==> config.mk <==
export PLATFORM = sky130hd
export DESIGN_NAME = timer_pair
export DESIGN_NICKNAME = d
export VERILOG_FILES = /design/src/hw/timer_pair_pkg.sv /design/src/hw/timer_pair.sv /design/src/hw/timer_lane.sv
export VERILOG_INCLUDE_DIRS = /design/src /design/src/hw
export SDC_FILE = /design/constraint.sdc
export NUM_CORES = 1
export LEC_CHECK = 0
export BUFFER_PORTS_ARGS = -buffer_cell sky130_fd_sc_hd__buf_4
export CORE_AREA = 3 3 113 143
export CTS_CLUSTER_SIZE = 12
export DETAILED_ROUTE_END_ITERATION = 7
export DIE_AREA = 0 0 116 146
export SETUP_SLACK_MARGIN = 0.15
export SYNTH_ARGS = -nofsm -noshare
export SYNTH_HDL_FRONTEND = slang
export SYNTH_SLANG_ARGS = --single-unit
==> constraint.sdc <==
create_clock -name aclk -period 3.2 [get_ports aclk]
set_input_delay 0.16 -clock aclk [delete_from_list [all_inputs] [get_ports aclk]]
set_output_delay 0.16 -clock aclk [all_outputs]
set_load 0.005 [all_outputs]
==> src/hw/timer_pair_consts.svh <==
// Register offsets, field positions, reset values and prescale counts
`ifndef TIMER_PAIR_CONSTS_SVH
`define TIMER_PAIR_CONSTS_SVH

`define OFS_TIMER_A_CONTROL 5'h00
`define OFS_TIMER_B_CONTROL 5'h04
`define OFS_COUNT_A 5'h08
`define OFS_COUNT_B 5'h0c
`define OFS_EVENT_STATUS 5'h10
`define OFS_EVENT_MASK 5'h14

`define FLD_TIMER_RUN 15
`define FLD_IDLE_HALT 13
`define FLD_GATED_ACCUMULATE 6
`define FLD_PRESCALE_HI 5
`define FLD_PRESCALE_LO 4
`define FLD_PAIR_WIDE_MODE 3
`define FLD_COUNT_SOURCE_SEL 1

`define RST_TIMER_A_CONTROL 16'h0000
`define RST_TIMER_B_CONTROL 16'h0000
`define WMASK_TIMER_A_CONTROL 16'ha07a
`define WMASK_TIMER_B_CONTROL 16'ha072

`define EVT_WRAP_A 0
`define EVT_WRAP_B 1

`define PRESCALE_LAST_1 8'h00
`define PRESCALE_LAST_8 8'h07
`define PRESCALE_LAST_64 8'h3f
`define PRESCALE_LAST_256 8'hff

`define RESP_OKAY 2'b00
`define RESP_SLVERR 2'b10

`endif

==> src/hw/timer_pair_pkg.sv <==
// Types and shared decoding for the timer pair
`include "timer_pair_consts.svh"
package timer_pair_pkg;

  typedef struct packed {
    logic run;
    logic idle_halt;
    logic gated_accumulate;
    logic [1:0] input_prescale_sel;
    logic count_source_sel;
  } lane_cfg_t;

  function automatic logic [7:0] prescale_last(input logic [1:0] sel);
    case (sel)
      2'b00: prescale_last = `PRESCALE_LAST_1;
      2'b01: prescale_last = `PRESCALE_LAST_8;
      2'b10: prescale_last = `PRESCALE_LAST_64;
      default: prescale_last = `PRESCALE_LAST_256;
    endcase
  endfunction

  function automatic lane_cfg_t cfg_of(input logic [15:0] ctrl);
    cfg_of.run = ctrl[`FLD_TIMER_RUN];
    cfg_of.idle_halt = ctrl[`FLD_IDLE_HALT];
    cfg_of.gated_accumulate = ctrl[`FLD_GATED_ACCUMULATE];
    cfg_of.input_prescale_sel = ctrl[`FLD_PRESCALE_HI:`FLD_PRESCALE_LO];
    cfg_of.count_source_sel = ctrl[`FLD_COUNT_SOURCE_SEL];
  endfunction

endpackage

==> src/hw/timer_pair.sv <==
// Timer pair with AXI4-Lite registers, 16/32-bit modes and event interrupt
// How it works
// - With idle halt set the timer stops while the device idles, otherwise it keeps running.
// - With the external pin as count source the gated accumulate bit changes nothing.
// - With the internal clock, gated accumulate counts only while the pin is high.
// - The prescale field divides the source by 1, 8, 64 or 256 for codes 00 to 11.
// - In 32-bit mode the upper timer's control settings do not act on the pair.
// - Unimplemented control bits ignore writes and read as zero.
// - With 32-bit mode off the lower run bit starts and stops an independent 16-bit timer.
// - In 32-bit mode the lower timer is the low word and the upper timer the high word.
// - In 32-bit mode the lower timer's inputs drive the pair and the upper flag raises events.
// - Bit 3 of the lower control register selects 32-bit mode.
//
// The register addresses and the AXI4-Lite slave port were left to the implementer.
`timescale 1ns/1ps
module timer_pair #(
  parameter int ADDR_W = 5
) (
  // Clock and reset
  input wire logic aclk,
  input wire logic aresetn,
  // Write address channel
  input wire logic [ADDR_W-1:0] awaddr,
  input wire logic [2:0] awprot,
  input wire logic awvalid,
  output logic awready,
  // Write data channel
  input wire logic [31:0] wdata,
  input wire logic [3:0] wstrb,
  input wire logic wvalid,
  output logic wready,
  // Write response channel
  output logic [1:0] bresp,
  output logic bvalid,
  input wire logic bready,
  // Read address channel
  input wire logic [ADDR_W-1:0] araddr,
  input wire logic [2:0] arprot,
  input wire logic arvalid,
  output logic arready,
  // Read data channel
  output logic [31:0] rdata,
  output logic [1:0] rresp,
  output logic rvalid,
  input wire logic rready,
  // Device state and pins
  input wire logic idle_mode,
  input wire logic ext_clock_pin_a,
  input wire logic ext_clock_pin_b,
  // Interrupt
  output logic irq
);
  import timer_pair_pkg::*;

  logic [15:0] timer_a_control;
  logic [15:0] timer_b_control;
  logic [15:0] count_a;
  logic [15:0] count_b;
  logic [1:0] event_status;
  logic [1:0] event_mask;
  logic [1:0] events;
  logic [1:0] status_clear;

  logic [ADDR_W-1:0] aw_addr;
  logic [31:0] w_data;
  logic [3:0] w_strb;
  logic aw_got, w_got;
  logic do_write;
  logic ar_take;
  logic [31:0] rd_word;
  logic rd_ok;

  logic pair_wide_mode;
  lane_cfg_t cfg_a, cfg_b;
  logic tick_a, tick_b;
  logic a_full, b_full;

  function automatic logic [15:0] merge16(input logic [15:0] old, input logic [31:0] d,
                                          input logic [3:0] strb);
    merge16[7:0] = strb[0] ? d[7:0] : old[7:0];
    merge16[15:8] = strb[1] ? d[15:8] : old[15:8];
  endfunction

  function automatic logic mapped(input logic [ADDR_W-1:0] a);
    case (a)
      `OFS_TIMER_A_CONTROL, `OFS_TIMER_B_CONTROL, `OFS_COUNT_A, `OFS_COUNT_B,
      `OFS_EVENT_STATUS, `OFS_EVENT_MASK: mapped = 1'b1;
      default: mapped = 1'b0;
    endcase
  endfunction

  // Mode and lane settings
  assign pair_wide_mode = timer_a_control[`FLD_PAIR_WIDE_MODE];
  assign cfg_a = cfg_of(timer_a_control);
  assign cfg_b = pair_wide_mode ? '0 : cfg_of(timer_b_control);

  timer_lane lane_a (
    .aclk(aclk),
    .aresetn(aresetn),
    .cfg(cfg_a),
    .idle_mode(idle_mode),
    .clock_pin(ext_clock_pin_a),
    .tick(tick_a)
  );

  timer_lane lane_b (
    .aclk(aclk),
    .aresetn(aresetn),
    .cfg(cfg_b),
    .idle_mode(idle_mode),
    .clock_pin(ext_clock_pin_b),
    .tick(tick_b)
  );

  assign a_full = count_a == 16'hffff;
  assign b_full = count_b == 16'hffff;

  // Lower count
  always_ff @(posedge aclk) begin
    if (!aresetn) begin
      count_a <= 16'h0000;
    end else if (tick_a) begin
      count_a <= count_a + 16'h0001;
    end
  end

  // Upper count, carried from the lower word in 32-bit mode
  always_ff @(posedge aclk) begin
    if (!aresetn) begin
      count_b <= 16'h0000;
    end else if (pair_wide_mode) begin
      if (tick_a && a_full) begin
        count_b <= count_b + 16'h0001;
      end
    end else if (tick_b) begin
      count_b <= count_b + 16'h0001;
    end
  end

  // Wrap events
  always_comb begin
    events = 2'b00;
    events[`EVT_WRAP_A] = !pair_wide_mode && tick_a && a_full;
    if (pair_wide_mode) begin
      events[`EVT_WRAP_B] = tick_a && a_full && b_full;
    end else begin
      events[`EVT_WRAP_B] = tick_b && b_full;
    end
  end

  // Sticky status, cleared by reading it; a new event wins
  assign status_clear = (ar_take && araddr == `OFS_EVENT_STATUS) ? event_status : 2'b00;

  always_ff @(posedge aclk) begin
    if (!aresetn) begin
      event_status <= 2'b00;
    end else begin
      event_status <= (event_status & ~status_clear) | events;
    end
  end

  always_ff @(posedge aclk) begin
    if (!aresetn) begin
      irq <= 1'b0;
    end else begin
      irq <= |(((event_status & ~status_clear) | events) & event_mask);
    end
  end

  // Write address and data capture, either order
  always_ff @(posedge aclk) begin
    if (!aresetn) begin
      awready <= 1'b0;
      aw_got <= 1'b0;
      aw_addr <= '0;
    end else if (awvalid && awready) begin
      awready <= 1'b0;
      aw_got <= 1'b1;
      aw_addr <= awaddr;
    end else if (do_write) begin
      aw_got <= 1'b0;
    end else begin
      awready <= !aw_got && !bvalid;
    end
  end

  always_ff @(posedge aclk) begin
    if (!aresetn) begin
      wready <= 1'b0;
      w_got <= 1'b0;
      w_data <= 32'h00000000;
      w_strb <= 4'h0;
    end else if (wvalid && wready) begin
      wready <= 1'b0;
      w_got <= 1'b1;
      w_data <= wdata;
      w_strb <= wstrb;
    end else if (do_write) begin
      w_got <= 1'b0;
    end else begin
      wready <= !w_got && !bvalid;
    end
  end

  assign do_write = aw_got && w_got && !bvalid;

  // Write response
  always_ff @(posedge aclk) begin
    if (!aresetn) begin
      bvalid <= 1'b0;
      bresp <= `RESP_OKAY;
    end else if (do_write) begin
      bvalid <= 1'b1;
      bresp <= mapped(aw_addr) ? `RESP_OKAY : `RESP_SLVERR;
    end else if (bvalid && bready) begin
      bvalid <= 1'b0;
    end
  end

  // Writable registers
  always_ff @(posedge aclk) begin
    if (!aresetn) begin
      timer_a_control <= `RST_TIMER_A_CONTROL;
      timer_b_control <= `RST_TIMER_B_CONTROL;
      event_mask <= 2'b00;
    end else if (do_write) begin
      case (aw_addr)
        `OFS_TIMER_A_CONTROL: begin
          timer_a_control <= merge16(timer_a_control, w_data, w_strb)
                             & `WMASK_TIMER_A_CONTROL;
        end
        `OFS_TIMER_B_CONTROL: begin
          timer_b_control <= merge16(timer_b_control, w_data, w_strb)
                             & `WMASK_TIMER_B_CONTROL;
        end
        `OFS_EVENT_MASK: begin
          if (w_strb[0]) begin
            event_mask <= w_data[1:0];
          end
        end
        default: begin
        end
      endcase
    end
  end

  // Read path
  assign ar_take = arvalid && arready;

  always_comb begin
    rd_word = 32'h00000000;
    rd_ok = 1'b1;
    case (araddr)
      `OFS_TIMER_A_CONTROL: rd_word[15:0] = timer_a_control;
      `OFS_TIMER_B_CONTROL: rd_word[15:0] = timer_b_control;
      `OFS_COUNT_A: rd_word[15:0] = count_a;
      `OFS_COUNT_B: rd_word[15:0] = count_b;
      `OFS_EVENT_STATUS: rd_word[1:0] = event_status;
      `OFS_EVENT_MASK: rd_word[1:0] = event_mask;
      default: rd_ok = 1'b0;
    endcase
  end

  always_ff @(posedge aclk) begin
    if (!aresetn) begin
      arready <= 1'b0;
      rvalid <= 1'b0;
      rdata <= 32'h00000000;
      rresp <= `RESP_OKAY;
    end else if (ar_take) begin
      arready <= 1'b0;
      rvalid <= 1'b1;
      rdata <= rd_word;
      rresp <= rd_ok ? `RESP_OKAY : `RESP_SLVERR;
    end else if (rvalid && rready) begin
      rvalid <= 1'b0;
    end else begin
      arready <= !rvalid;
    end
  end

  property p_upper_ignored;
    @(posedge aclk) disable iff (!aresetn)
    pair_wide_mode |=> !tick_b;
  endproperty
  a_upper_ignored: assert property (p_upper_ignored) else $error("upper lane ticked in wide mode");

  property p_reserved_zero;
    @(posedge aclk) disable iff (!aresetn)
    rvalid && $rose(rvalid) && ($past(araddr) == `OFS_TIMER_A_CONTROL ||
      $past(araddr) == `OFS_TIMER_B_CONTROL) |-> rdata[31:16] == 16'h0000 &&
      (rdata[15:0] & ~`WMASK_TIMER_A_CONTROL) == 16'h0000;
  endproperty
  a_reserved_zero: assert property (p_reserved_zero) else $error("reserved bits read nonzero");

  property p_lower_counts;
    @(posedge aclk) disable iff (!aresetn)
    !pair_wide_mode && tick_a |=> count_a == $past(count_a) + 16'h0001;
  endproperty
  a_lower_counts: assert property (p_lower_counts) else $error("lower count missed tick");

  property p_lower_stops;
    @(posedge aclk) disable iff (!aresetn)
    !timer_a_control[`FLD_TIMER_RUN] ##1 !timer_a_control[`FLD_TIMER_RUN] |=> $stable(count_a);
  endproperty
  a_lower_stops: assert property (p_lower_stops) else $error("stopped timer counted");

  property p_carry;
    @(posedge aclk) disable iff (!aresetn)
    pair_wide_mode && tick_a && a_full |=> count_a == 16'h0000 &&
      count_b == $past(count_b) + 16'h0001;
  endproperty
  a_carry: assert property (p_carry) else $error("no carry into upper word");

  property p_wide_event;
    @(posedge aclk) disable iff (!aresetn)
    pair_wide_mode && tick_a && a_full && b_full |=> event_status[`EVT_WRAP_B];
  endproperty
  a_wide_event: assert property (p_wide_event) else $error("32-bit wrap flag not raised");

  property p_wide_no_lower_event;
    @(posedge aclk) disable iff (!aresetn)
    pair_wide_mode |-> !events[`EVT_WRAP_A];
  endproperty
  a_wide_no_lower_event: assert property (p_wide_no_lower_event) else $error("lower flag in wide");

  property p_mode_bit;
    @(posedge aclk) disable iff (!aresetn)
    do_write && aw_addr == `OFS_TIMER_A_CONTROL && w_strb[0] |=>
      pair_wide_mode == $past(w_data[`FLD_PAIR_WIDE_MODE]);
  endproperty
  a_mode_bit: assert property (p_mode_bit) else $error("mode bit not taken");

  property p_status_sticky;
    @(posedge aclk) disable iff (!aresetn)
    event_status[`EVT_WRAP_B] && !status_clear[`EVT_WRAP_B] |=> event_status[`EVT_WRAP_B];
  endproperty
  a_status_sticky: assert property (p_status_sticky) else $error("status bit lost");

  property p_read_clears;
    @(posedge aclk) disable iff (!aresetn)
    ar_take && araddr == `OFS_EVENT_STATUS && events == 2'b00 |=> event_status == 2'b00;
  endproperty
  a_read_clears: assert property (p_read_clears) else $error("status not cleared");

endmodule

==> src/hw/timer_lane.sv <==
// One timer lane: pin synchroniser, source select, gate and prescaler
`timescale 1ns/1ps
module timer_lane (
  // Clock and reset
  input wire logic aclk,
  input wire logic aresetn,
  // Settings and device state
  input timer_pair_pkg::lane_cfg_t cfg,
  input wire logic idle_mode,
  input wire logic clock_pin,
  // Count enable
  output logic tick
);
  import timer_pair_pkg::*;

  logic s1, s2, s3, level;
  logic [7:0] pre_cnt;
  logic source_event;
  logic running;
  logic rise;

  assign rise = (s2 == s3) && s3 && !level;
  assign running = cfg.run && !(cfg.idle_halt && idle_mode);

  always_comb begin
    if (cfg.count_source_sel) begin
      source_event = rise;
    end else if (cfg.gated_accumulate) begin
      source_event = level;
    end else begin
      source_event = 1'b1;
    end
  end

  // Pin synchroniser with agreement filter
  always_ff @(posedge aclk) begin
    if (!aresetn) begin
      s1 <= 1'b0;
      s2 <= 1'b0;
      s3 <= 1'b0;
      level <= 1'b0;
    end else begin
      s1 <= clock_pin;
      s2 <= s1;
      s3 <= s2;
      if (s2 == s3) begin
        level <= s3;
      end
    end
  end

  // Prescaler
  always_ff @(posedge aclk) begin
    if (!aresetn || !running) begin
      pre_cnt <= 8'h00;
    end else if (source_event) begin
      if (pre_cnt == prescale_last(cfg.input_prescale_sel)) begin
        pre_cnt <= 8'h00;
      end else begin
        pre_cnt <= pre_cnt + 8'h01;
      end
    end
  end

  always_ff @(posedge aclk) begin
    if (!aresetn) begin
      tick <= 1'b0;
    end else begin
      tick <= running && source_event && (pre_cnt == prescale_last(cfg.input_prescale_sel));
    end
  end

  property p_idle_halt;
    @(posedge aclk) disable iff (!aresetn)
    cfg.idle_halt && idle_mode |=> !tick;
  endproperty
  a_idle_halt: assert property (p_idle_halt) else $error("tick while halted in idle");

  property p_ext_ignores_gate;
    @(posedge aclk) disable iff (!aresetn)
    cfg.count_source_sel && !rise |=> !tick;
  endproperty
  a_ext_ignores_gate: assert property (p_ext_ignores_gate) else $error("tick without pin edge");

  property p_gate_closed;
    @(posedge aclk) disable iff (!aresetn)
    !cfg.count_source_sel && cfg.gated_accumulate && !level |=> !tick;
  endproperty
  a_gate_closed: assert property (p_gate_closed) else $error("tick with gate low");

  property p_prescale_ratio;
    @(posedge aclk) disable iff (!aresetn)
    tick && $stable(cfg) |-> $past(pre_cnt) == prescale_last(cfg.input_prescale_sel);
  endproperty
  a_prescale_ratio: assert property (p_prescale_ratio) else $error("wrong prescale ratio");

  property p_internal_count;
    @(posedge aclk) disable iff (!aresetn)
    running && !cfg.count_source_sel && !cfg.gated_accumulate &&
      cfg.input_prescale_sel == 2'b00 |=> tick;
  endproperty
  a_internal_count: assert property (p_internal_count) else $error("internal clock not counted");

endmodule

# Yosys cells after proc, flatten, opt, wreduce, memory -nomap -nowiden
# Cells that the tools add are included.
# totals
regBits,126
latch_bits,0
ramBits,0
rom_bits,0
out_inout_bits,42
wordCells,163
n_memories,0
# op_classes
n_addsub,4
mul,0
n_div,0
magnitude_cmp,0
n_eq_ne,23
n_shift,0
mux,35
n_bitwise,5
reduce_logical,62
# ops
op,count
two-way mux 8 bit,8
case mux 14 bit (4 select lines),1
two-way mux 16 bit,3
case mux 8 bit (3 select lines),2
adder 16 x 1 -> 16 bit (second input constant),2
equality test 16 bit (second input constant),2
equality test 8 bit,4
logical AND 1 bit,27
equality test 5 x 4 -> 1 bit (second input constant),4
equality test 5 bit (second input constant),4
adder 8 x 1 -> 8 bit (second input constant),2
two-way mux 1 bit,16
AND reduction 3 bit,5
zero test 1 bit,12
case mux 2 bit (6 select lines),1
OR reduction 6 bit,2
equality test 5 x 3 -> 1 bit (second input constant),2
zero test 5 bit,2
nonzero test 2 bit,5
OR reduction 2 bit,4
two-way mux 2 bit,3
two-way mux 6 bit,1
bitwise AND 2 bit,2
equality test 2 x 1 -> 1 bit (second input constant),2
9 further kinds,13

# Logic depth before layout (Yosys ltp)
# Gate-level depths: netlist of run 1.
# logic_depth
depth_word,9
ltp_mapped,7
depth_no_buf,6

# Cells and area by module
# Synthesis of run 1 repeated with hierarchy kept, for this count alone.
# unflattened
hier_cells,593
area_unflattened_um2,5335.1
# by_module_without_submodules
module,n_inst,cells_per_inst,area_each_um2,seq_area_each_um2
timer_pair,1,461,4048.9,1801.7
timer_lane,2,66,643.1,260.2

# Worst setup path before layout of run 1
# No wires, ideal clock.
# synth_path
path_type,flip-flop to flip-flop
from,reg count_a[0]
to,reg count_b[12]
setup_time_ns,0.070
arrival_time_ns,1.884
required_ns,3.130
slack_ns,1.246
stages_incl_launch_ff,7
path_buffers,0
path_cell_list,dfxtp_1 ha_1 inv_1 nor4_4 a31oi_2 or4_1 a21oi_1
# synth_between
elab_chain_len,4
# synth_rtl
element,line_no,source
from (decl),timer_pair.sv:57,logic [15:0] count_a;
from (signal assigned),timer_pair.sv:123,count_a <= count_a + 16'h0001;
equality test 16 bit,timer_pair.sv:115,assign a_full = count_a == 16'hffff;
logical AND 1 bit,timer_pair.sv:132,if (tick_a && a_full) begin
!= test 2 x 1 -> 1 bit (no line),--,
AND reduction 2 bit (no line),--,
to (signal assigned),timer_pair.sv:133,count_b <= count_b + 16'h0001;
to (signal assigned),timer_pair.sv:136,count_b <= count_b + 16'h0001;
to (decl),timer_pair.sv:58,logic [15:0] count_b;
# No other way between the ends.
# A chain may end at the register's enable or synchronous reset.

# Final worst setup path of run 1
# layout_path
from,reg count_a[1]
to,reg count_b[8]
# The elaborated chain is that of the path after synthesis.

==> flow_summary.ini, run 1 <==
[run_status]
status = completed

[floorplan]
die_height_um = 146
core_um2 = 14900
placementRows = 50
die_w_um = 116
die_area_um2 = 16900
start_util_pct = 34.9
io_pins = 104

[global_routing]
grt_max_degree = 70
grt_pass1_wl_um = 20100
grt_overflow = 0
grt_pass1_vias = 4006
antenna_found_initial = 0
track_usage_pct = 15.1

[worst_setup_path]
r2r_start = count_a[1]
cp_max_fo = 17
r2r_slack_ps = 750
r2r_end = count_b[8]
reg2reg_depth = 6
crit_arrival_ps = 2780
startpoint_type = register
critPathRequiredTime_ps = 3530
cp-end-kind = register
critical_path_class = reg -> reg

[sta]
max_freq_mhz = 409
slew_violations = 0
fin_ws_ps = 754
fin_tns_setup_ps = 0
finClkSkew_ps = 8.59
hold_viol_final = 0
setup_viol = 0
min_period_ps = 2450
worstMarginPinSlew_ps = 858
finalCritPeriodShare_pct = 76.4
rsz0062_at_grt = false
max_slew_margin_pct = 42.8

[clock_network]
cts_buffer_depth = 2
clk_latency_ps = 410
cts_num_sinks = 116
cts_tree = built
h-tree-depth = 4
numCtsBuffers = 17
clk_pin_slew_ps = 50
cts_resized = 0
cts_root_buf = clkbuf_16

[logic_synthesis]
ys_ff_latch = 116
synth_xor_area_share_pct = 4.89
ys_types = 48
yosys.area_share.simple_pct = 24.4
yosysSeqAreaShare_pct = 44.7
synth-adder-area-share_pct = 1.45
synthArstFlopShare_pct = 0
synth_compound_area_share_pct = 10.7
syn_inst = 591
synth_area_leaders = dfxtp_1 (45%), nor2_1 (5.6%), mux2i_1 (5.4%)
synth_edf_count = 0
netlist_area_um2 = 5190
yosys.area.top_type = dfxtp_1
synth.most_common_cell = dfxtp_1
synth_top_cell_area_share_pct = 44.7
synth_flop_cell = dfxtp_1
synth_top_family_by_area = simple AND/OR/NAND/NOR gates
yosysWarnings = 0
synthMuxAreaShare_pct = 8.65
synth.top_cells.by_count = dfxtp_1 (116), nor2_1 (78), nand2_1 (60)
postSynthAreaPerCell_um2 = 8.79

[pwr]
powerDensity_nw_per_um2 = 563
finalPower_w = 0.00364
leakage_nw = 2.44
ir_worst_vdd_mv = 0.280

[hold_path]
worstHoldEndpoint = aw_addr[4]
hold_path_depth = 3
min_from = awaddr[4]
hold_class = in -> reg

[cells_and_area]
final_area_um2 = 6460
final_util_pct = 43.4
layout-drive-gt1-share_pct = 15.4
fin_nets = 724
synthToLayoutAreaGrowth_pct = 24.4
antennaDiodeCount = 0

[drt]
routedWlPerCell_um = 14.5
dr.pass1.iters = 4
drt-initial-drc-count = 175
drcViolationCount = 0
drtAntennaViolNets = 0
finalWirelength_um = 12300
viasPerCell = 5.06
vias = 4303

[place]
pre_cts_ws_ps = 768
dpl_cell_area_um2 = 5690
gp_congestion = 0.869
io_buffers = 53
post-dp-hpwl_um = 8950

[job]
maxCapViolations = 0
flip-flops by register name (all words and copies together) (netlist names), 2 cells and up:
| name | cells |
|---|---|
| lane_a.pre_cnt | 8 |
| w_strb | 2 |
| timer_b_control | 6 |
| lane_b.pre_cnt | 8 |
| count_b | 16 |
| aw_addr | 5 |
| rdata | 16 |
| event_status | 2 |
| event_mask | 2 |
| count_a | 16 |
| timer_a_control | 7 |
| w_data | 8 |
per-stage QoR:
step,cells,hold slack [ps]
after floorplan,608,271
final,850,21.9
after global placement,804,372
after detailed placement,804,371
after CTS,850,8.31
after global routing,850,28.6
how the worst max path moves through the flow:
stage / start / to / slack, ps
after global routing: count_a[0] / count_b[10] / 590
after CTS: count_a[0] / count_b[8] / 750
after floorplan: count_a[0] / count_b[12] / 1250
after global placement: count_a[0] / count_b[12] / 830
after detailed placement: count_a[0] / count_b[14] / 770
final: count_a[1] / count_b[8] / 750
critical path, stage by stage, from the launching register on:
cell	delay [ps]
dfxtp_1	400
ha_1	280
inv_1	100
nor4_4	430
a31oi_2	380
or4_1	600
a21oi_1	170
final cells by class:
type | count | area, um^2
Clock buffer | 22 | 474
Clock inverter | 9 | 151
Fill cell | 1466 | 8430
Inverter | 9 | 33.8
Multi-Input combinational cell | 439 | 2670
Sequential cell | 116 | 2320
Tap cell | 182 | 228
Timing Repair Buffer | 73 | 586
routing by layer:
| layer | up-vias | global-route usage, % | share of wire [%] |
|---|---|---|---|
| met4 | 0 | 7.25 | 2.5 |
| met1 | 2016 | 18.0 | 42 |
| li1 | 2171 | - | - |
| met5 | - | 0 | 0 |
| met3 | 18 | 3.66 | 4.3 |
| met2 | 98 | 24.9 | 51 |
kinds of logic after synthesis:
group	Yosys count
and+or+nand+nor	256
DFF	116
AOI/OAI and AO/OA	93
buffers and inverters	53
muxes	37
xor gates and xnor gates	29
adders and majority gates	6
other	1
repair_timing:
| action | CTS | global route |
|---|---|---|
| endpoints found under the hold margin | 15 | 0 |
| setup buffers | 0 | 0 |
| hold buffers | 15 | 0 |
power by group:
group,internal [W],total (W),switching (W)
registers,0.00147,0.00149,0.0000203
clock network,0.00136,0.00200,0.000642
logic,0.0000716,0.000152,0.0000804
cell usage in the layout (no fill, tap or decap), types with 13 or more instances in the layout:
cell           count
nand4_1           15
dfxtp_1          116
mux2i_1           28
nor2_1            78
a21oi_1           50
nand3_1           30
o21ai_0           14
nand2_1           60
buf_4             58
xor2_1            19
dlygate4sd3_1     15
clkbuf_16         17
or3_1             13
conb_1            18
No activity file was read; power rests on OpenSTA's default activity.
==> run 2, diff against run 1 <==
clock period = 2.01 ns   (was 3.2 ns; I/O delays follow)
==> run 2 against run 1 <==
Via count grew 6.3%. Hold slack lost 7.3 ps. Setup slack got worse by 640 ps. Combinational power is 69% higher.
==> flow_summary.ini, run 2 (synthesized netlist as in run 1, its figures left out) <==
[pwr]
switching_share_pct = 23.4
pwr-share-seq_pct = 43.2
ir_worst_vdd_mv = 0.402
leakage_nw = 2.64
powerDensity_nw_per_um2 = 797
p_int_w = 0.00420
pwr-share-clk_pct = 52.1
combPwrFrac_pct = 4.7
power.net_switching_w = 0.00128

[clock_network]
clk_pin_slew_ps = 60
cts_tree = built
cts_num_sinks = 116
cts_root_buf = clkbuf_16
numCtsBuffers = 17
cts_buffer_depth = 2
h-tree-depth = 4
clk_latency_ps = 410

[hold_path]
min_from = araddr[1]
hold_class = in -> reg

[drt]
drtAntennaViolNets = 0
finalWirelength_um = 13000
drt-initial-drc-count = 168
drcViolationCount = 0
vias = 4574
routedWlPerCell_um = 14.5
viasPerCell = 5.13
dr.pass1.iters = 4

[sta]
min_period_ps = 1890
setup_viol = 0
max_slew_margin_pct = 47.1
whs_ps = 14.6
fin_tns_setup_ps = 0
worstMarginPinSlew_ps = 774
slew_violations = 0
rsz0062_at_grt = true
hold_viol_final = 0
finalCritPeriodShare_pct = 94.1
max_freq_mhz = 529
finClkSkew_ps = 7.32

[cells_and_area]
final_util_pct = 46.2
antennaDiodeCount = 0
layout_commonest_cell = dfxtp_1
mostFrequentLayoutCells = dfxtp_1 (113), buf_4 (89), nor2_1 (78)
reg_top3 = count_a x16, count_b x16, rdata x16
nFillCells = 1400
fin_nets = 764
layout-drive-gt1-share_pct = 23.1
synthToLayoutAreaGrowth_pct = 32.4

[floorplan]
die_w_um = 116
die_area_um2 = 16900
die_height_um = 146
start_util_pct = 34.9
placementRows = 50
io_pins = 104
core_um2 = 14900

[global_routing]
grt_max_degree = 31
antenna_found_initial = 0
grt_pass1_vias = 4339
grt_pass1_wl_um = 21200
grt_overflow = 0
track_usage_pct = 15.6

[place]
io_buffers = 53
gp_congestion = 0.830
post-dp-hpwl_um = 9250

[worst_setup_path]
crit_path_top_delay_cell = or4_4
path_buf_inv = 2
crit_arrival_ps = 2240
startpoint_type = register
crit_path_max_incr_delay_ps = 500
startpoint = count_a[1]
path_delay_family = simple AND/OR/NAND/NOR gates
r2r_start = count_a[1]
path_cells = ha_4 -> inv_4 -> nor4_4 -> a31oi_4 -> buf_12 -> or4_4 -> a21oi_2
critPathRequiredTime_ps = 2360
cp-end-kind = register
critical_path_class = reg -> reg
cp_max_fo = 8

[job]
maxCapViolations = 0

[run_status]
status = completed
-- run 2: cell types whose count changed in the layout (fill, tap and decap cells not counted), moves of 3 or more --
cell,previous run,this run
buf_4,58,89
inv_6,0,5
dlygate4sd3_1,15,20
bufinv_16,4,1
o31ai_2,0,3
o31ai_1,8,4
or4_1,4,0
a21oi_2,0,4
a21oi_1,50,45
dfxtp_2,0,3
or4_4,0,4
dfxtp_1,116,113
-- run 2: path summary, 6_finish.rpt --
path / to / cells past startpoint / slack [ps]
setup / recovery: count_b[12] / 7 / 120
hold / removal: rresp[1] / 3 / 10
setup reg to reg: count_b[12] / 7 / 120
hold reg to reg: lane_b.s2 / 1 / 430
-- run 2: power groups by stage --
stage / registers [W] / logic [W] / clock network (W)
floorplan: 0.00241 / 0.000152 / 0
global placement: 0.00242 / 0.000221 / 0
detailed placement: 0.00242 / 0.000225 / 0
CTS: 0.00237 / 0.000257 / 0.00291
global route: 0.00238 / 0.000287 / 0.00303
finish: 0.00237 / 0.000257 / 0.00286
-- run 2: per-layer routing --
layer  wire length, um  GRT usage [%]  up-vias  part of all wire (%)
met4               397           6.62        0                   3.1
li1                  -              -     2249                     -
met2              6470           25.9      131                    50
met1              5480           19.0     2165                    42
met5                 0              0        -                     0
met3               625           4.03       29                   4.8
-- run 2: area by class of cell --
class | instances | area [um^2] | share of cell area (%)
clock buffer | 18 | 439 | 6.38
inverter | 9 | 36.3 | 0.527
tap | 182 | 228 | 3.31
clock inverter | 14 | 125 | 1.82
timing repair buffer | 113 | 945 | 13.7
multi-input combinational | 439 | 2780 | 40.4
sequential | 116 | 2330 | 33.8
-- run 2: worst reg2reg max path: stages (launching register included) --
cell and delay (ps):
dfxtp_2 350, ha_4 160, inv_4 40, nor4_4 340, a31oi_4 150, buf_12 180, or4_4 510, a21oi_2 120
-- run 2: repair_timing --
item	4_1_cts	5_1_grt
pin swaps	1	13
endpoints found under the setup margin	11	19
resized for setup	2	27
hold buffers	20	0
gates cloned	0	1
buffers inserted	2	5
hold endpoints to repair	21	0
-- run 2: metrics by stage --
step | instances | area, um^2 | power [W] | setup slack (ps)
5_1_grt | 891 | 6880 | 0.00570 | 46.5
3_5_place_dp | 831 | 5910 | 0.00265 | 101
4_1_cts | 885 | 6700 | 0.00554 | 134
6_report | 891 | 6880 | 0.00548 | 118
3_3_place_gp | 831 | 5910 | 0.00264 | 117
2_1_floorplan | 608 | 5260 | 0.00256 | 165
